<file path="src/hw/cal_regs.vh">
`ifndef CAL_REGS_VH
`define CAL_REGS_VH

// ****************************************************************
// register indices (byte address = index * 4)
// ****************************************************************
`define CAL_IDX_MONTH        4'h5
`define CAL_IDX_YEAR         4'h6
`define CAL_IDX_MIN_ALM      4'h7
`define CAL_IDX_HOUR_ALM     4'h8
`define CAL_IDX_DAY_ALM      4'h9
`define CAL_IDX_STATUS       4'hA

// ****************************************************************
// field positions
// ****************************************************************
`define CAL_MONTH_TENS_BIT   4
`define CAL_ALM_DIS_BIT      7
`define CAL_HOUR_SPARE_BIT   6
`define CAL_MIN_CMP_MSB      6
`define CAL_HOUR_CMP_MSB     5
`define CAL_STAT_MATCH_BIT   0

// ****************************************************************
// reset values and write masks
// ****************************************************************
`define CAL_MONTH_RST        8'h01
`define CAL_YEAR_RST         8'h00
`define CAL_ALM_RST          8'h80
`define CAL_MONTH_MASK       8'h1F
`define CAL_MONTH_LAST       8'h12
`define CAL_BCD_NINE         4'h9

// ****************************************************************
// bus responses
// ****************************************************************
`define CAL_RESP_OKAY        2'h0
`define CAL_RESP_SLVERR      2'h2

`endif

</file>
<file path="src/hw/cal_top.v">
// What this block does
// - software writes and reads back the month counter through its register
// - month: tens bit at bit 4, ones digit bits 3..0, top bits zero
// - software writes and reads back the year counter through its register
// - year: tens digit bits 7..4, ones digit bits 3..0, both bcd
// - minute alarm bit 7 disables the compare when 1, resets to 1
// - a disabled alarm field always passes its term, but with both fields disabled the alarm never matches
// - an enabled minute alarm needs current minute equal to stored minute
// - minute compare: tens bits 6..4, ones bits 3..0, bcd
// - hour alarm bit 7 disables the hour compare when 1, resets to 1
// - an enabled hour alarm needs current hour equal to stored hour
// - hour compare: tens bits 5..4, ones bits 3..0, bcd
// - alarm registers stay plain read/write storage usable as spare bytes
`include "cal_regs.vh"

module cal_top #(
   parameter AW = 8
) (
   input  wire          clk_sys,
   input  wire          nrst,
   // axi4-lite write address
   input  wire [AW-1:0] s_axi_awaddr,
   input  wire [2:0]    s_axi_awprot,
   input  wire          s_axi_awvalid,
   output wire          s_axi_awready,
   // axi4-lite write data
   input  wire [31:0]   s_axi_wdata,
   input  wire [3:0]    s_axi_wstrb,
   input  wire          s_axi_wvalid,
   output wire          s_axi_wready,
   // axi4-lite write response
   output wire [1:0]    s_axi_bresp,
   output wire          s_axi_bvalid,
   input  wire          s_axi_bready,
   // axi4-lite read address
   input  wire [AW-1:0] s_axi_araddr,
   input  wire [2:0]    s_axi_arprot,
   input  wire          s_axi_arvalid,
   output wire          s_axi_arready,
   // axi4-lite read data
   output wire [31:0]   s_axi_rdata,
   output wire [1:0]    s_axi_rresp,
   output wire          s_axi_rvalid,
   input  wire          s_axi_rready,
   // calendar side
   input  wire          month_carry,
   input  wire [6:0]    cur_minute,
   input  wire [5:0]    cur_hour,
   output wire [7:0]    month_value,
   output wire [7:0]    year_value,
   output wire [7:0]    day_alarm_value,
   output wire          alarm_match
);

   // ****************************************************************
   // state
   // ****************************************************************
   reg  [7:0]    month_count_reg;
   reg  [7:0]    month_count_next;
   reg  [7:0]    year_count_reg;
   reg  [7:0]    year_count_next;
   reg  [7:0]    minute_alarm_compare_reg;
   reg  [7:0]    minute_alarm_compare_next;
   reg  [7:0]    hour_alarm_compare_reg;
   reg  [7:0]    hour_alarm_compare_next;
   reg  [7:0]    day_alarm_compare_reg;
   reg  [7:0]    day_alarm_compare_next;
   reg           alarm_match_reg;
   reg           alarm_match_next;

   reg           aw_hold_reg;
   reg           aw_hold_next;
   reg  [AW-1:0] aw_addr_reg;
   reg  [AW-1:0] aw_addr_next;
   reg           w_hold_reg;
   reg           w_hold_next;
   reg  [7:0]    w_data_reg;
   reg  [7:0]    w_data_next;
   reg           w_strb_reg;
   reg           w_strb_next;
   reg           awready_reg;
   reg           awready_next;
   reg           wready_reg;
   reg           wready_next;
   reg           bvalid_reg;
   reg           bvalid_next;
   reg  [1:0]    bresp_reg;
   reg  [1:0]    bresp_next;
   reg           arready_reg;
   reg           arready_next;
   reg           rvalid_reg;
   reg           rvalid_next;
   reg  [31:0]   rdata_reg;
   reg  [31:0]   rdata_next;
   reg  [1:0]    rresp_reg;
   reg  [1:0]    rresp_next;

   wire          do_write;
   wire [AW-3:0] wr_index;
   wire [AW-3:0] rd_index;
   wire          wr_hit;
   reg  [7:0]    rd_byte;
   reg           rd_hit;

   // ****************************************************************
   // outputs straight from flip-flops
   // ****************************************************************
   assign s_axi_awready   = awready_reg;
   assign s_axi_wready    = wready_reg;
   assign s_axi_bvalid    = bvalid_reg;
   assign s_axi_bresp     = bresp_reg;
   assign s_axi_arready   = arready_reg;
   assign s_axi_rvalid    = rvalid_reg;
   assign s_axi_rdata     = rdata_reg;
   assign s_axi_rresp     = rresp_reg;
   assign month_value     = month_count_reg;
   assign year_value      = year_count_reg;
   assign day_alarm_value = day_alarm_compare_reg;
   assign alarm_match     = alarm_match_reg;

   // ****************************************************************
   // calendar carry chain
   // ****************************************************************
   wire [3:0] year_digit [0:1];
   wire [3:0] year_digit_inc [0:1];
   wire [2:0] year_carry;
   wire       month_wrap;
   wire       month_ones_wrap;

   // month 12 rolls to 1 and carries into the year
   assign month_wrap      = month_carry & (month_count_reg == `CAL_MONTH_LAST);
   assign month_ones_wrap = month_count_reg[3:0] == `CAL_BCD_NINE;
   assign year_carry[0]   = month_wrap;
   assign year_digit[0]   = year_count_reg[3:0];
   assign year_digit[1]   = year_count_reg[7:4];

   // year ones then tens, each wrapping 9 to 0
   genvar gi;
   generate
      for (gi = 0; gi < 2; gi = gi + 1) begin : g_year
         cal_bcd_inc #(
            .LAST      (`CAL_BCD_NINE)
         ) u_digit (
            .digit_in  (year_digit[gi]),
            .carry_in  (year_carry[gi]),
            .digit_out (year_digit_inc[gi]),
            .carry_out (year_carry[gi+1])
         );
      end
   endgenerate

   // ****************************************************************
   // alarm compare
   // ****************************************************************
   wire minute_match_disable;
   wire hour_match_disable;
   wire minute_term_ok;
   wire hour_term_ok;

   assign minute_match_disable = minute_alarm_compare_reg[`CAL_ALM_DIS_BIT];
   assign hour_match_disable   = hour_alarm_compare_reg[`CAL_ALM_DIS_BIT];

   // minute term over tens bits 6..4 and ones bits 3..0
   cal_alarm_cmp #(
      .W             (7)
   ) u_min_cmp (
      .match_disable (minute_match_disable),
      .stored        (minute_alarm_compare_reg[`CAL_MIN_CMP_MSB:0]),
      .current       (cur_minute),
      .term_ok       (minute_term_ok)
   );

   // hour term over bits 5..0 only, spare bit left out
   cal_alarm_cmp #(
      .W             (6)
   ) u_hour_cmp (
      .match_disable (hour_match_disable),
      .stored        (hour_alarm_compare_reg[`CAL_HOUR_CMP_MSB:0]),
      .current       (cur_hour),
      .term_ok       (hour_term_ok)
   );

   // match needs every enabled term and at least one enabled
   always @* begin
      alarm_match_next = minute_term_ok & hour_term_ok &
                         ~(minute_match_disable & hour_match_disable);
   end

   // ****************************************************************
   // write channel
   // ****************************************************************
   assign do_write = aw_hold_reg & w_hold_reg & ~bvalid_reg;
   assign wr_index = aw_addr_reg[AW-1:2];
   assign wr_hit   = (wr_index >= `CAL_IDX_MONTH) & (wr_index <= `CAL_IDX_STATUS);

   // address and data taken in either order, response after both
   always @* begin
      aw_hold_next = aw_hold_reg;
      aw_addr_next = aw_addr_reg;
      w_hold_next  = w_hold_reg;
      w_data_next  = w_data_reg;
      w_strb_next  = w_strb_reg;
      bvalid_next  = bvalid_reg;
      bresp_next   = bresp_reg;
      if (s_axi_awvalid && awready_reg) begin
         aw_hold_next = 1'b1;
         aw_addr_next = s_axi_awaddr;
      end
      if (s_axi_wvalid && wready_reg) begin
         w_hold_next = 1'b1;
         w_data_next = s_axi_wdata[7:0];
         w_strb_next = s_axi_wstrb[0];
      end
      if (do_write) begin
         aw_hold_next = 1'b0;
         w_hold_next  = 1'b0;
         bvalid_next  = 1'b1;
         bresp_next   = wr_hit ? `CAL_RESP_OKAY : `CAL_RESP_SLVERR;
      end else if (bvalid_reg && s_axi_bready) begin
         bvalid_next = 1'b0;
      end
      awready_next = ~aw_hold_next & ~bvalid_next;
      wready_next  = ~w_hold_next & ~bvalid_next;
   end

   // ****************************************************************
   // register updates
   // ****************************************************************
   always @* begin
      month_count_next          = month_count_reg;
      year_count_next           = year_count_reg;
      minute_alarm_compare_next = minute_alarm_compare_reg;
      hour_alarm_compare_next   = hour_alarm_compare_reg;
      day_alarm_compare_next    = day_alarm_compare_reg;
      // calendar advance from the day counter
      if (month_carry) begin
         if (month_wrap) begin
            month_count_next = `CAL_MONTH_RST;
         end else if (month_ones_wrap) begin
            month_count_next = 8'h10;
         end else begin
            month_count_next = {3'h0, month_count_reg[4], month_count_reg[3:0] + 4'h1};
         end
      end
      year_count_next = {year_digit_inc[1], year_digit_inc[0]};
      // a software write overrides the advance in the same cycle
      if (do_write && w_strb_reg) begin
         case (wr_index)
            `CAL_IDX_MONTH: begin
               month_count_next = w_data_reg & `CAL_MONTH_MASK;
            end
            `CAL_IDX_YEAR: begin
               year_count_next = w_data_reg;
            end
            `CAL_IDX_MIN_ALM: begin
               minute_alarm_compare_next = w_data_reg;
            end
            `CAL_IDX_HOUR_ALM: begin
               hour_alarm_compare_next = w_data_reg;
            end
            `CAL_IDX_DAY_ALM: begin
               day_alarm_compare_next = w_data_reg;
            end
            default: begin
               day_alarm_compare_next = day_alarm_compare_reg;
            end
         endcase
      end
   end

   // ****************************************************************
   // read channel
   // ****************************************************************
   assign rd_index = s_axi_araddr[AW-1:2];

   // read mux, unmapped reads return zero with an error
   always @* begin
      rd_byte = 8'h00;
      rd_hit  = 1'b1;
      case (rd_index)
         `CAL_IDX_MONTH:    rd_byte = month_count_reg & `CAL_MONTH_MASK;
         `CAL_IDX_YEAR:     rd_byte = year_count_reg;
         `CAL_IDX_MIN_ALM:  rd_byte = minute_alarm_compare_reg;
         `CAL_IDX_HOUR_ALM: rd_byte = hour_alarm_compare_reg;
         `CAL_IDX_DAY_ALM:  rd_byte = day_alarm_compare_reg;
         `CAL_IDX_STATUS:   rd_byte = {7'h00, alarm_match_reg};
         default:           rd_hit  = 1'b0;
      endcase
   end

   // one read at a time, data one cycle after the address
   always @* begin
      rvalid_next = rvalid_reg;
      rdata_next  = rdata_reg;
      rresp_next  = rresp_reg;
      if (s_axi_arvalid && arready_reg) begin
         rvalid_next = 1'b1;
         rdata_next  = {24'h000000, rd_byte};
         rresp_next  = rd_hit ? `CAL_RESP_OKAY : `CAL_RESP_SLVERR;
      end else if (rvalid_reg && s_axi_rready) begin
         rvalid_next = 1'b0;
      end
      arready_next = ~rvalid_next;
   end

   // ****************************************************************
   // flip-flops
   // ****************************************************************
   always @(posedge clk_sys or negedge nrst) begin
      if (!nrst) begin
         month_count_reg          <= `CAL_MONTH_RST;
         year_count_reg           <= `CAL_YEAR_RST;
         minute_alarm_compare_reg <= `CAL_ALM_RST;
         hour_alarm_compare_reg   <= `CAL_ALM_RST;
         day_alarm_compare_reg    <= `CAL_ALM_RST;
         alarm_match_reg          <= 1'b0;
         aw_hold_reg              <= 1'b0;
         aw_addr_reg              <= {AW{1'b0}};
         w_hold_reg               <= 1'b0;
         w_data_reg               <= 8'h00;
         w_strb_reg               <= 1'b0;
         awready_reg              <= 1'b0;
         wready_reg               <= 1'b0;
         bvalid_reg               <= 1'b0;
         bresp_reg                <= `CAL_RESP_OKAY;
         arready_reg              <= 1'b0;
         rvalid_reg               <= 1'b0;
         rdata_reg                <= 32'h00000000;
         rresp_reg                <= `CAL_RESP_OKAY;
      end else begin
         month_count_reg          <= month_count_next;
         year_count_reg           <= year_count_next;
         minute_alarm_compare_reg <= minute_alarm_compare_next;
         hour_alarm_compare_reg   <= hour_alarm_compare_next;
         day_alarm_compare_reg    <= day_alarm_compare_next;
         alarm_match_reg          <= alarm_match_next;
         aw_hold_reg              <= aw_hold_next;
         aw_addr_reg              <= aw_addr_next;
         w_hold_reg               <= w_hold_next;
         w_data_reg               <= w_data_next;
         w_strb_reg               <= w_strb_next;
         awready_reg              <= awready_next;
         wready_reg               <= wready_next;
         bvalid_reg               <= bvalid_next;
         bresp_reg                <= bresp_next;
         arready_reg              <= arready_next;
         rvalid_reg               <= rvalid_next;
         rdata_reg                <= rdata_next;
         rresp_reg                <= rresp_next;
      end
   end

endmodule

</file>
<file path="src/hw/cal_bcd_inc.v">
// ****************************************************************
// one bcd digit with carry in and carry out
// ****************************************************************
module cal_bcd_inc #(
   parameter [3:0] LAST = 4'h9
) (
   input  wire [3:0] digit_in,
   input  wire       carry_in,
   output wire [3:0] digit_out,
   output wire       carry_out
);

   // wrap to zero after the last value
   assign carry_out = carry_in & (digit_in == LAST);
   assign digit_out = !carry_in ? digit_in :
                      carry_out ? 4'h0 : digit_in + 4'h1;

endmodule

</file>
<file path="src/hw/cal_alarm_cmp.v">
// ****************************************************************
// one alarm term: passes when disabled or when equal
// ****************************************************************
module cal_alarm_cmp #(
   parameter W = 7
) (
   input  wire         match_disable,
   input  wire [W-1:0] stored,
   input  wire [W-1:0] current,
   output wire         term_ok
);

   // a disabled term never blocks the alarm
   assign term_ok = match_disable | (stored == current);

endmodule

</file>
<file path="config.mk">
export PLATFORM = sky130hd
export DESIGN_NAME = cal_top
export DESIGN_NICKNAME = d
export VERILOG_FILES = /design/src/hw/cal_top.v /design/src/hw/cal_bcd_inc.v /design/src/hw/cal_alarm_cmp.v
export VERILOG_INCLUDE_DIRS = /design/src /design/src/hw
export SDC_FILE = /design/constraint.sdc
export NUM_CORES = 1
export LEC_CHECK = 0
export ABC_AREA = 1
export BUFFER_PORTS_ARGS = -buffer_cell sky130_fd_sc_hd__buf_2
export CORE_ASPECT_RATIO = 0.5
export CORE_MARGIN = 2
export CORE_UTILIZATION = 45
export CTS_CLUSTER_DIAMETER = 60
export DETAILED_ROUTE_END_ITERATION = 8
export GPL_ROUTABILITY_DRIVEN = 1
export PLACE_DENSITY = 0.77
export SLEW_MARGIN = 10
export SYNTH_ARGS = -nofsm -noshare
export SYNTH_HDL_FRONTEND = slang
export SYNTH_SLANG_ARGS = --single-unit
export TNS_END_PERCENT = 30
</file>
<file path="constraint.sdc">
create_clock -name clk_sys -period 1.6 [get_ports clk_sys]
set_clock_uncertainty 0.15 [all_clocks]
set_input_delay 0.24 -clock clk_sys [delete_from_list [all_inputs] [get_ports clk_sys]]
set_output_delay 0.24 -clock clk_sys [all_outputs]
set_load 0.1 [all_outputs]
</file>
==> results by stage, run 1 <==
Floorplanning:
- The site row count is 24.
- The die outline area is 9590 µm².
- From bottom edge to top edge, the die measures 70.3 µm.
- After floorplanning, the core was sized to cover roughly 8600 µm².
- The starting density of the core is 0.458.
- Pin placement for this block handled approximately 150 I/O pins.
- The horizontal die dimension is 137 µm.

Layout:
- The fill cell total of the finished layout is 729.
- In the final layout, the multi-input gates occupy 1900 µm².
- For this run, the share of the core covered by cells in the final layout is 0.622.
- Once layout is complete, the cells apart from fillers number between 700 and 800.
- The antenna diode count is 0.
- The final layout contains around 700 nets.
- Of the cells placed in the final design, the portion with a size suffix greater than 1 is 0.320.
- Summing all non-filler instances in the final layout gives an area of ~5400 µm².
- Summing all flip-flop and latch instances after layout gives 1880 µm².
- The area overhead of the layout relative to synthesis is 35.6%.

Clock network:
- The TritonCTS clock tree is yes.
- The root buffer cell chosen for the clock tree is sky130_fd_sc_hd__clkbuf_16.
- The clock reaches the later pin of the worst-skew pair after 340 ps.
- The TritonCTS sink count is 73.
- The clock transition at the register clock pins on the worst setup and hold paths after CTS is about 60 ps.
- In this run, CTS created clock tree buffers numbering 9.
- In this run the number of H-tree levels came out at 3.
- The buffer depth of the longest clock path is 2.

Timing:
- The final hold slack is -1.50 ps.
- Adding up every negative setup slack in the final design gives -72.1 ps.
- The number of failing setup endpoints in the final timing report is 3.
- Setup slack on the critical path of the routed design comes to -44.9 ps.
- Setup repair after global routing could not meet its margin everywhere.
- The final hold violation count is 1.
- The maximum frequency from static timing analysis is 608 MHz.
- Of the available clock period, the critical path in the final layout requires 1.03.
- After layout, the minimum clock period comes to 1640 ps.
- The final count of pins violating max slew is 0.

Global route:
- The total overflow left after global routing is 0.
- The via count of the first global-routing pass was 3409.
- Entering global routing, the biggest net connects 74 pins.
- The wire length of the first global-routing pass is between 15000 and 20000 µm.
- Across every metal layer, demand over resource in global routing totals 0.222.
- The number of antenna violations at the first check in global routing is 0.

Detailed routing:
- In this run the remaining antenna-violating nets after routing total 0.
- The total wire length is 10700 µm.
- The detailed router finished its first iteration with ~250 violations.
- The average wire length per cell after detail routing is 14.1 µm.
- The first-pass iteration count of the detailed router is 5.
- The via count is around 3800.
- After detailed routing, the number of remaining DRC violations is 0.
- The via count normalized by instance count is 5.00.

Outcome:
- The final reports fail on negative hold slack, negative setup slack.
- The flow ran to the end, but the final reports show violations.

Placement:
- The HPWL after detailed placement is 7420 µm.
- The count of buffers inserted at the top-level ports is 81.
- The global placement routability congestion is between 0.8 and 0.9.
- Summing all placed instances gives a cell area of ~4700 µm².
- The number of placed instances, taps included, is 728.
- The post-place setup slack is -82.7 ps.

Flow run:
- The number of violations of the max-capacitance limit is 0.

Yosys:
- The number of synthesized register bits is 73.
- Of all flip-flops after synthesis, the portion carrying an async set or reset was 1.00.
- The synthesized netlist occupies a cell area of between 3000 and 4000 µm².
- Of the total synthesized cell area, the portion taken by XOR and XNOR cells is 0.0177.
- The number of synthesized flops with an enable pin is 0.
- The instance count of the mapped netlist is just over 500.
- Of the total synthesized cell area, the portion taken by full adders, half adders and majority gates is 0.0127.
- For this run, the register share of the synthesized area comes to 0.464.
- In the synthesized netlist the dominant register cell turns out to be sky130_fd_sc_hd__dfrtp_1.
- For this run, the number of Yosys warnings is 0.
- The basic-gate share of the synthesized area counting and, or, nand and nor cells is 0.298.
- Counting distinct cell types in the post-synthesis netlist gives 34.
- The average instance in the mapped netlist occupies about 7.7 µm².
- The combinational family with the most area after synthesis is simple AND/OR/NAND/NOR gates.
- Measured against the total synthesized area, the mux share comes to 0.
- The post-synthesis compound-gate area fraction is 0.0887.

Hold path:
- The worst min-delay path endpoint is s_axi_bvalid.
- The worst hold path begins at s_axi_bready.
- The min-delay analysis places its worst path in the category input pin to flip-flop.
- The worst hold path cell count is 2.

Worst setup path:
- At the worst endpoint, the arrival time is 1250 ps.
- Data on the critical path is required at its endpoint by between 1000 and 1500 ps.
- The critical path depth in cells is 2.
- Of all nets on the critical path, the largest fanout is 4.
- The kind of cell with the highest combined delay along the critical path is flip-flops.
- The count of cells along the worst register-to-register path is 8.
- The category of the worst setup path launch point is a flip-flop.
- The highest cell delay on the worst timing path is 640 ps.
- The slowest stage cell on the critical path is sky130_fd_sc_hd__dfstp_4.
- The worst-case register-to-register setup slack is -20 ps.
- Walking the worst path, the cells encountered are buf_6, buf_12.
- In this run the critical register-to-register path is captured at year_value[2].
- The startpoint identified for the worst register-to-register timing path is month_value[0].
- The critical path capture point type is an output port.
- The worst setup path is of the flip-flop to output port kind.
- The critical path contains buffers and inverters numbering 2 combined.

Power:
- The largest vdd supply drop is between 0.0015 and 0.002 V.
- The power density of the placed cells is a little over 2000 nW/µm².
- Summed over all cells, the static leakage comes to between 2 and 3 nW.
[layout make-up]
class / count / share of cell area
inverters: 62 / 0.0434
flip-flops and latches: 73 / 0.350
clock inverters: 5 / 0.0145
well taps: 117 / 0.0273
clock buffers: 11 / 0.0472
multi-input cells: 369 / 0.355
repair buffers: 123 / 0.163
[how the worst max path moves through the flow]
| stage | startpoint | end | slack [ps] |
|---|---|---|---|
| 2_1_floorplan | month_value[0] | year_value[7] | -160 |
| 3_3_place_gp | month_value[6] | year_value[7] | -3 |
| 3_5_place_dp | s_axi_bvalid | year_value[6] | -80 |
| 4_1_cts | month_value[0] | month_value[0] | -50 |
| 5_1_grt | month_value[0] | year_value[3] | -90 |
| 6_report | month_value[0] | month_value[0] | -40 |
[cells in the mapped netlist, types with 4 or more instances]
| master | number | share of area |
|---|---|---|
| sky130_fd_sc_hd__ha_1 | 4 | 0.013 |
| sky130_fd_sc_hd__inv_1 | 59 | 0.056 |
| sky130_fd_sc_hd__a21oi_1 | 24 | 0.030 |
| sky130_fd_sc_hd__nand4_1 | 10 | 0.016 |
| sky130_fd_sc_hd__o21ai_1 | 10 | 0.013 |
| sky130_fd_sc_hd__nor2_2 | 7 | 0.011 |
| sky130_fd_sc_hd__nand2_1 | 125 | 0.12 |
| sky130_fd_sc_hd__nand3_1 | 41 | 0.052 |
| sky130_fd_sc_hd__o21ai_0 | 26 | 0.033 |
| sky130_fd_sc_hd__nor2_1 | 64 | 0.061 |
| sky130_fd_sc_hd__buf_4 | 26 | 0.049 |
| sky130_fd_sc_hd__nor2_4 | 6 | 0.017 |
| sky130_fd_sc_hd__dfstp_2 | 4 | 0.027 |
| sky130_fd_sc_hd__dfrtp_1 | 69 | 0.44 |
| sky130_fd_sc_hd__xor2_1 | 7 | 0.016 |
[worst reg2reg max path: cells and delay by family (launching register included)]
| kind | cells | cell delay (ps) |
|---|---|---|
| DFF | 1 | 640 |
| and+or+nand+nor | 6 | 610 |
| buffers and inverters | 1 | 50 |
| AOI/OAI and AO/OA | 1 | 100 |
[what timing repair did]
item | CTS | global route
setup endpoints to repair | 13 | 43
hold endpoints to repair | 76 | 0
resized for setup | 9 | 37
hold buffers | 8 | 0
cloned | 0 | 1
pin swaps | 2 | 11
buffers inserted | 1 | 6
[where the power goes]
part	internal [W]	switching, W	total [W]
clock	0.00144	0.000774	0.00222
sequential	0.00258	0.000686	0.00327
combinational	0.00133	0.00418	0.00551
[cells in the final DEF (no fill, tap or decap), types with 11 or more instances in the layout]
master / Yosys / routed
sky130_fd_sc_hd__nand2_1: 125 / 120
sky130_fd_sc_hd__buf_2: 2 / 71
sky130_fd_sc_hd__nor2_1: 64 / 57
sky130_fd_sc_hd__inv_1: 59 / 55
sky130_fd_sc_hd__dfrtp_1: 69 / 50
sky130_fd_sc_hd__nand3_1: 41 / 35
sky130_fd_sc_hd__buf_4: 26 / 29
sky130_fd_sc_hd__conb_1: 1 / 26
sky130_fd_sc_hd__a21oi_1: 24 / 24
sky130_fd_sc_hd__o21ai_0: 26 / 23
sky130_fd_sc_hd__dfrtp_2: 0 / 12
sky130_fd_sc_hd__nor2_4: 6 / 11
[per-stage QoR]
step           power (W)  hold slack (ps)
2_1_floorplan    0.00712             -206
3_3_place_gp     0.00826              141
3_5_place_dp     0.00836              147
4_1_cts           0.0107            0.508
5_1_grt           0.0115             12.0
6_report          0.0110            -1.50
[logic make-up after synthesis]
| logic type | after synthesis |
|---|---|
| other cells | 1 |
| flops | 73 |
| fa+ha+maj | 4 |
| compound gates | 67 |
| buf+inv | 94 |
| xor+xnor | 8 |
| simple gates | 263 |
[layer usage]
metal | GRT usage | routed length, µm
met5 | 0 | 0
met4 | 0.0764 | 206
met3 | 0.0617 | 878
met2 | 0.332 | 4770
met1 | 0.311 | 4830
Note: power is estimated with default switching activity, not from simulation.
==> inputs of run 2 (changes only) <==
--- a/config.mk
+++ b/config.mk
@@ -15,6 +15,7 @@
 export DETAILED_ROUTE_END_ITERATION = 8
 export GPL_ROUTABILITY_DRIVEN = 1
 export PLACE_DENSITY = 0.77
+export SETUP_SLACK_MARGIN = 0.2
 export SLEW_MARGIN = 10
 export SYNTH_ARGS = -nofsm -noshare
 export SYNTH_HDL_FRONTEND = slang
==> run 2 against run 1 <==
The flow finishes with violations (negative setup slack). Critical endpoint is now month_value[2]. Power is 12% higher. Critical path depth rose by 6. Largest power group unchanged. Non-clock buffer count rose by 14. Combinational power is 19% higher. Via count grew 8.3%.
==> results by stage, run 2 (synthesis gave the netlist of run 1 again) <==
Worst setup path:
- In this run the worst setup path begins at month_value[0].
- The count of cells along the worst register-to-register path was 8 (unchanged).
- The signal arrival time at the worst endpoint is 1770 ps (+520 ps).
- The largest driver fanout on the critical path is 4 (unchanged).
- The worst register-to-register path begins at month_value[0].
- The category of the worst setup path launch point is a flip-flop.
- The critical path in this run is classified as flip-flop to flip-flop.
- The worst setup path is captured at a flip-flop.
- The required time of the critical path is 1680 ps (+470 ps).

Detailed routing:
- The average wire length per cell after detail routing is 16.1 µm (+15%).
- The via count normalized by instance count is 5.31 (+6.3%).
- The via count was 4112 (+8.3%).
- The first-pass iteration count of the detailed router came to 5 (unchanged).
- The total wire length is 12500 µm (+17%).
- The detailed-route DRC error count is 0 (unchanged).
- The remaining antenna violation count after routing was 0 (unchanged).
- The detailed router's first-iteration violation count was 405 (+63%).

Floorplanning:
- The number of ports placed on the die boundary came to 145 (unchanged).
- The area inside the core boundary is 8620 µm² (unchanged).
- The die outline area is 9590 µm² (unchanged).
- The starting density of the core is 0.458 (unchanged).
- The horizontal die dimension was 137 µm (unchanged).
- The die boundary height is 70.3 µm (unchanged).
- The site row count was 24 (unchanged).

Global route:
- The most heavily used metal layer in global routing is met2.
- The remaining global-route overflow is 0 (unchanged).
- The global routing met3 resource utilization was 0.0632 (+0.00145).
- The global-route track usage on met2 is 0.389 (+0.0578).
- The largest net degree at the start of global routing is 37 (-50%).
- The met1 track demand over resource in global routing is 0.327 (+0.0157).
- The wire length of the first global-routing pass was 18300 µm (+12%).
- The number of antenna violations at the first check in global routing is 0 (unchanged).
- The combined global-route utilization of all metal layers came to 0.247 (+0.0243).
- The via count of the first global-routing pass is 3853 (+13%).

Outcome:
- The flow ran to the end, but the final reports show violations.
- The checks that failed: negative setup slack.

Layout:
- Leaving out fill and tap cells, the most frequent cells in the layout are sky130_fd_sc_hd__nand2_1 (113), sky130_fd_sc_hd__inv_1 (51), sky130_fd_sc_hd__nor2_1 (51).
- The area overhead of the layout relative to synthesis is 50.6%.
- The library cell used most frequently in the layout, excluding fill and tap cells, is sky130_fd_sc_hd__nand2_1.
- The fill cell total of the finished layout came to 607 (-17%).
- The final-stage net count was 735 (+1.9%).
- The antenna diode count is 0 (unchanged).
- The fraction of final layout cells sized beyond drive strength 1 came to 0.374 (+0.0541).

Timing:
- The final hold slack is 3.08 ps (+4.58 ps).
- Setup repair after global routing could not meet its margin everywhere.
- The final hold violation count is 0 (-1).
- The final count of pins violating max slew is 0 (unchanged).
- The maximum frequency from static timing analysis was 593 MHz (-2.5%).
- The final worst-path cycle share is 1.05 (+0.0261).
- The final period demand of the worst path came to 1690 ps (+41.8 ps).
- The final setup TNS is -470 ps (-398 ps).
- The worst path setup slack after routing was -86.7 ps (-41.8 ps).
- The number of failing setup endpoints in the final timing report was 9 (+6).

Placement:
- The final HPWL from detailed placement was 7610 µm (+2.5%).
- The global placement routability congestion is 0.929 (+5.7%).
- The count of buffers inserted at the top-level ports is 81 (unchanged).

Clock network:
- The number of buffers added by the clock tree synthesis step is 9 (unchanged).
- The tree is rooted in a sky130_fd_sc_hd__clkbuf_16.
- The clock latency on the worst-skew pair is 350 ps (about the same).
- The number of H-tree levels is 3 (unchanged).
- The TritonCTS sink count is 73 (unchanged).
- The clock transition at the register clock pins on the worst setup and hold paths after CTS came to 60 ps (about the same).
- TritonCTS built the clock tree.
- The buffer depth of the longest clock path is 2 (unchanged).

Power:
- The power consumption was 0.0123 W (+12%).
- The power density of the placed cells was 2070 nW/µm² (+1.1%).
- The leakage power is 2.92 nW (+7.3%).
- The largest vdd supply drop is 0.00159 V (-3.6%).

Hold path:
- The path type of the worst min-delay path is input pin to flip-flop.
- The worst hold path cell count came to 3 (+1).
- In this run the most critical hold path is launched from s_axi_rready.

Flow run:
- The number of violations of the max-capacitance limit is 0 (unchanged).
run 2: cell types whose count changed in the layout (fill, tap and decap cells not counted), moves of 7 or more:
cell and delta:
sky130_fd_sc_hd__dfrtp_2 +7, sky130_fd_sc_hd__nor2_4 +8, sky130_fd_sc_hd__buf_6 +17, sky130_fd_sc_hd__buf_4 +8, sky130_fd_sc_hd__buf_8 +10, sky130_fd_sc_hd__nand2_1 -7, sky130_fd_sc_hd__buf_12 +9, sky130_fd_sc_hd__buf_2 -30
sky130_fd_sc_hd__o21ai_1 +10
run 2: timing repair:
item | CTS | global route
pin swaps | 43 | 29
hold buffers | 11 | 0
cloned | 0 | 1
setup buffers | 12 | 10
endpoints found under the hold margin | 78 | 0
endpoints found under the setup margin | 80 | 84
gates resized for setup | 103 | 87
run 2: final cells by class:
class	count	area, µm²	share of cell area
inverters	62	241	0.0406
well taps	117	146	0.0246
clock buffers	10	229	0.0385
multi-input cells	369	2030	0.342
repair buffers	137	1310	0.220
flip-flops and latches	73	1880	0.316
clock inverters	6	108	0.0181
run 2: routing by layer:
layer	vias to the layer above	wire length, µm
met4	0	345
met1	1942	5040
li1	1862	-
met5	-	0
met3	45	1210
met2	263	5910
run 2: where the power goes:
part | internal [W] | total [W] | switching, W
combinational | 0.00211 | 0.00655 | 0.00445
clock | 0.00152 | 0.00233 | 0.000809
sequential | 0.00260 | 0.00347 | 0.000870
total | 0.00622 | 0.0123 | 0.00613
run 2: final timing paths:
| check | slack (ps) | end |
|---|---|---|
| worst max-delay path | -90 | month_value[2] |
| worst min-delay path | 3 | s_axi_arready |
| worst max register to register | -90 | month_value[2] |
| worst min register to register | 310 | s_axi_arready |
| max in group asynchronous | 560 | month_value[0] |
| min in group asynchronous | 170 | aw_addr_reg[7] |
run 2: stage by stage:
stage / setup slack, ps / instances / util / cell area [µm²]
final: -86.7 / 774 / 0.690 / 5950
after detailed placement: -49.4 / 724 / 0.546 / 4710
after global placement: -11.8 / 724 / 0.546 / 4710
after floorplan: -142 / 535 / - / 4130
after global routing: -152 / 774 / 0.690 / 5950
after CTS: -57.5 / 763 / 0.648 / 5590
run 2: critical path, stage by stage (launching register included):
cell and delay (ps):
sky130_fd_sc_hd__dfstp_4 650, sky130_fd_sc_hd__buf_6 120, sky130_fd_sc_hd__buf_6 90, sky130_fd_sc_hd__buf_6 100, sky130_fd_sc_hd__nand3_2 70, sky130_fd_sc_hd__xor2_1 180
sky130_fd_sc_hd__nand2_1 70, sky130_fd_sc_hd__o21ai_1 90, sky130_fd_sc_hd__inv_1 50
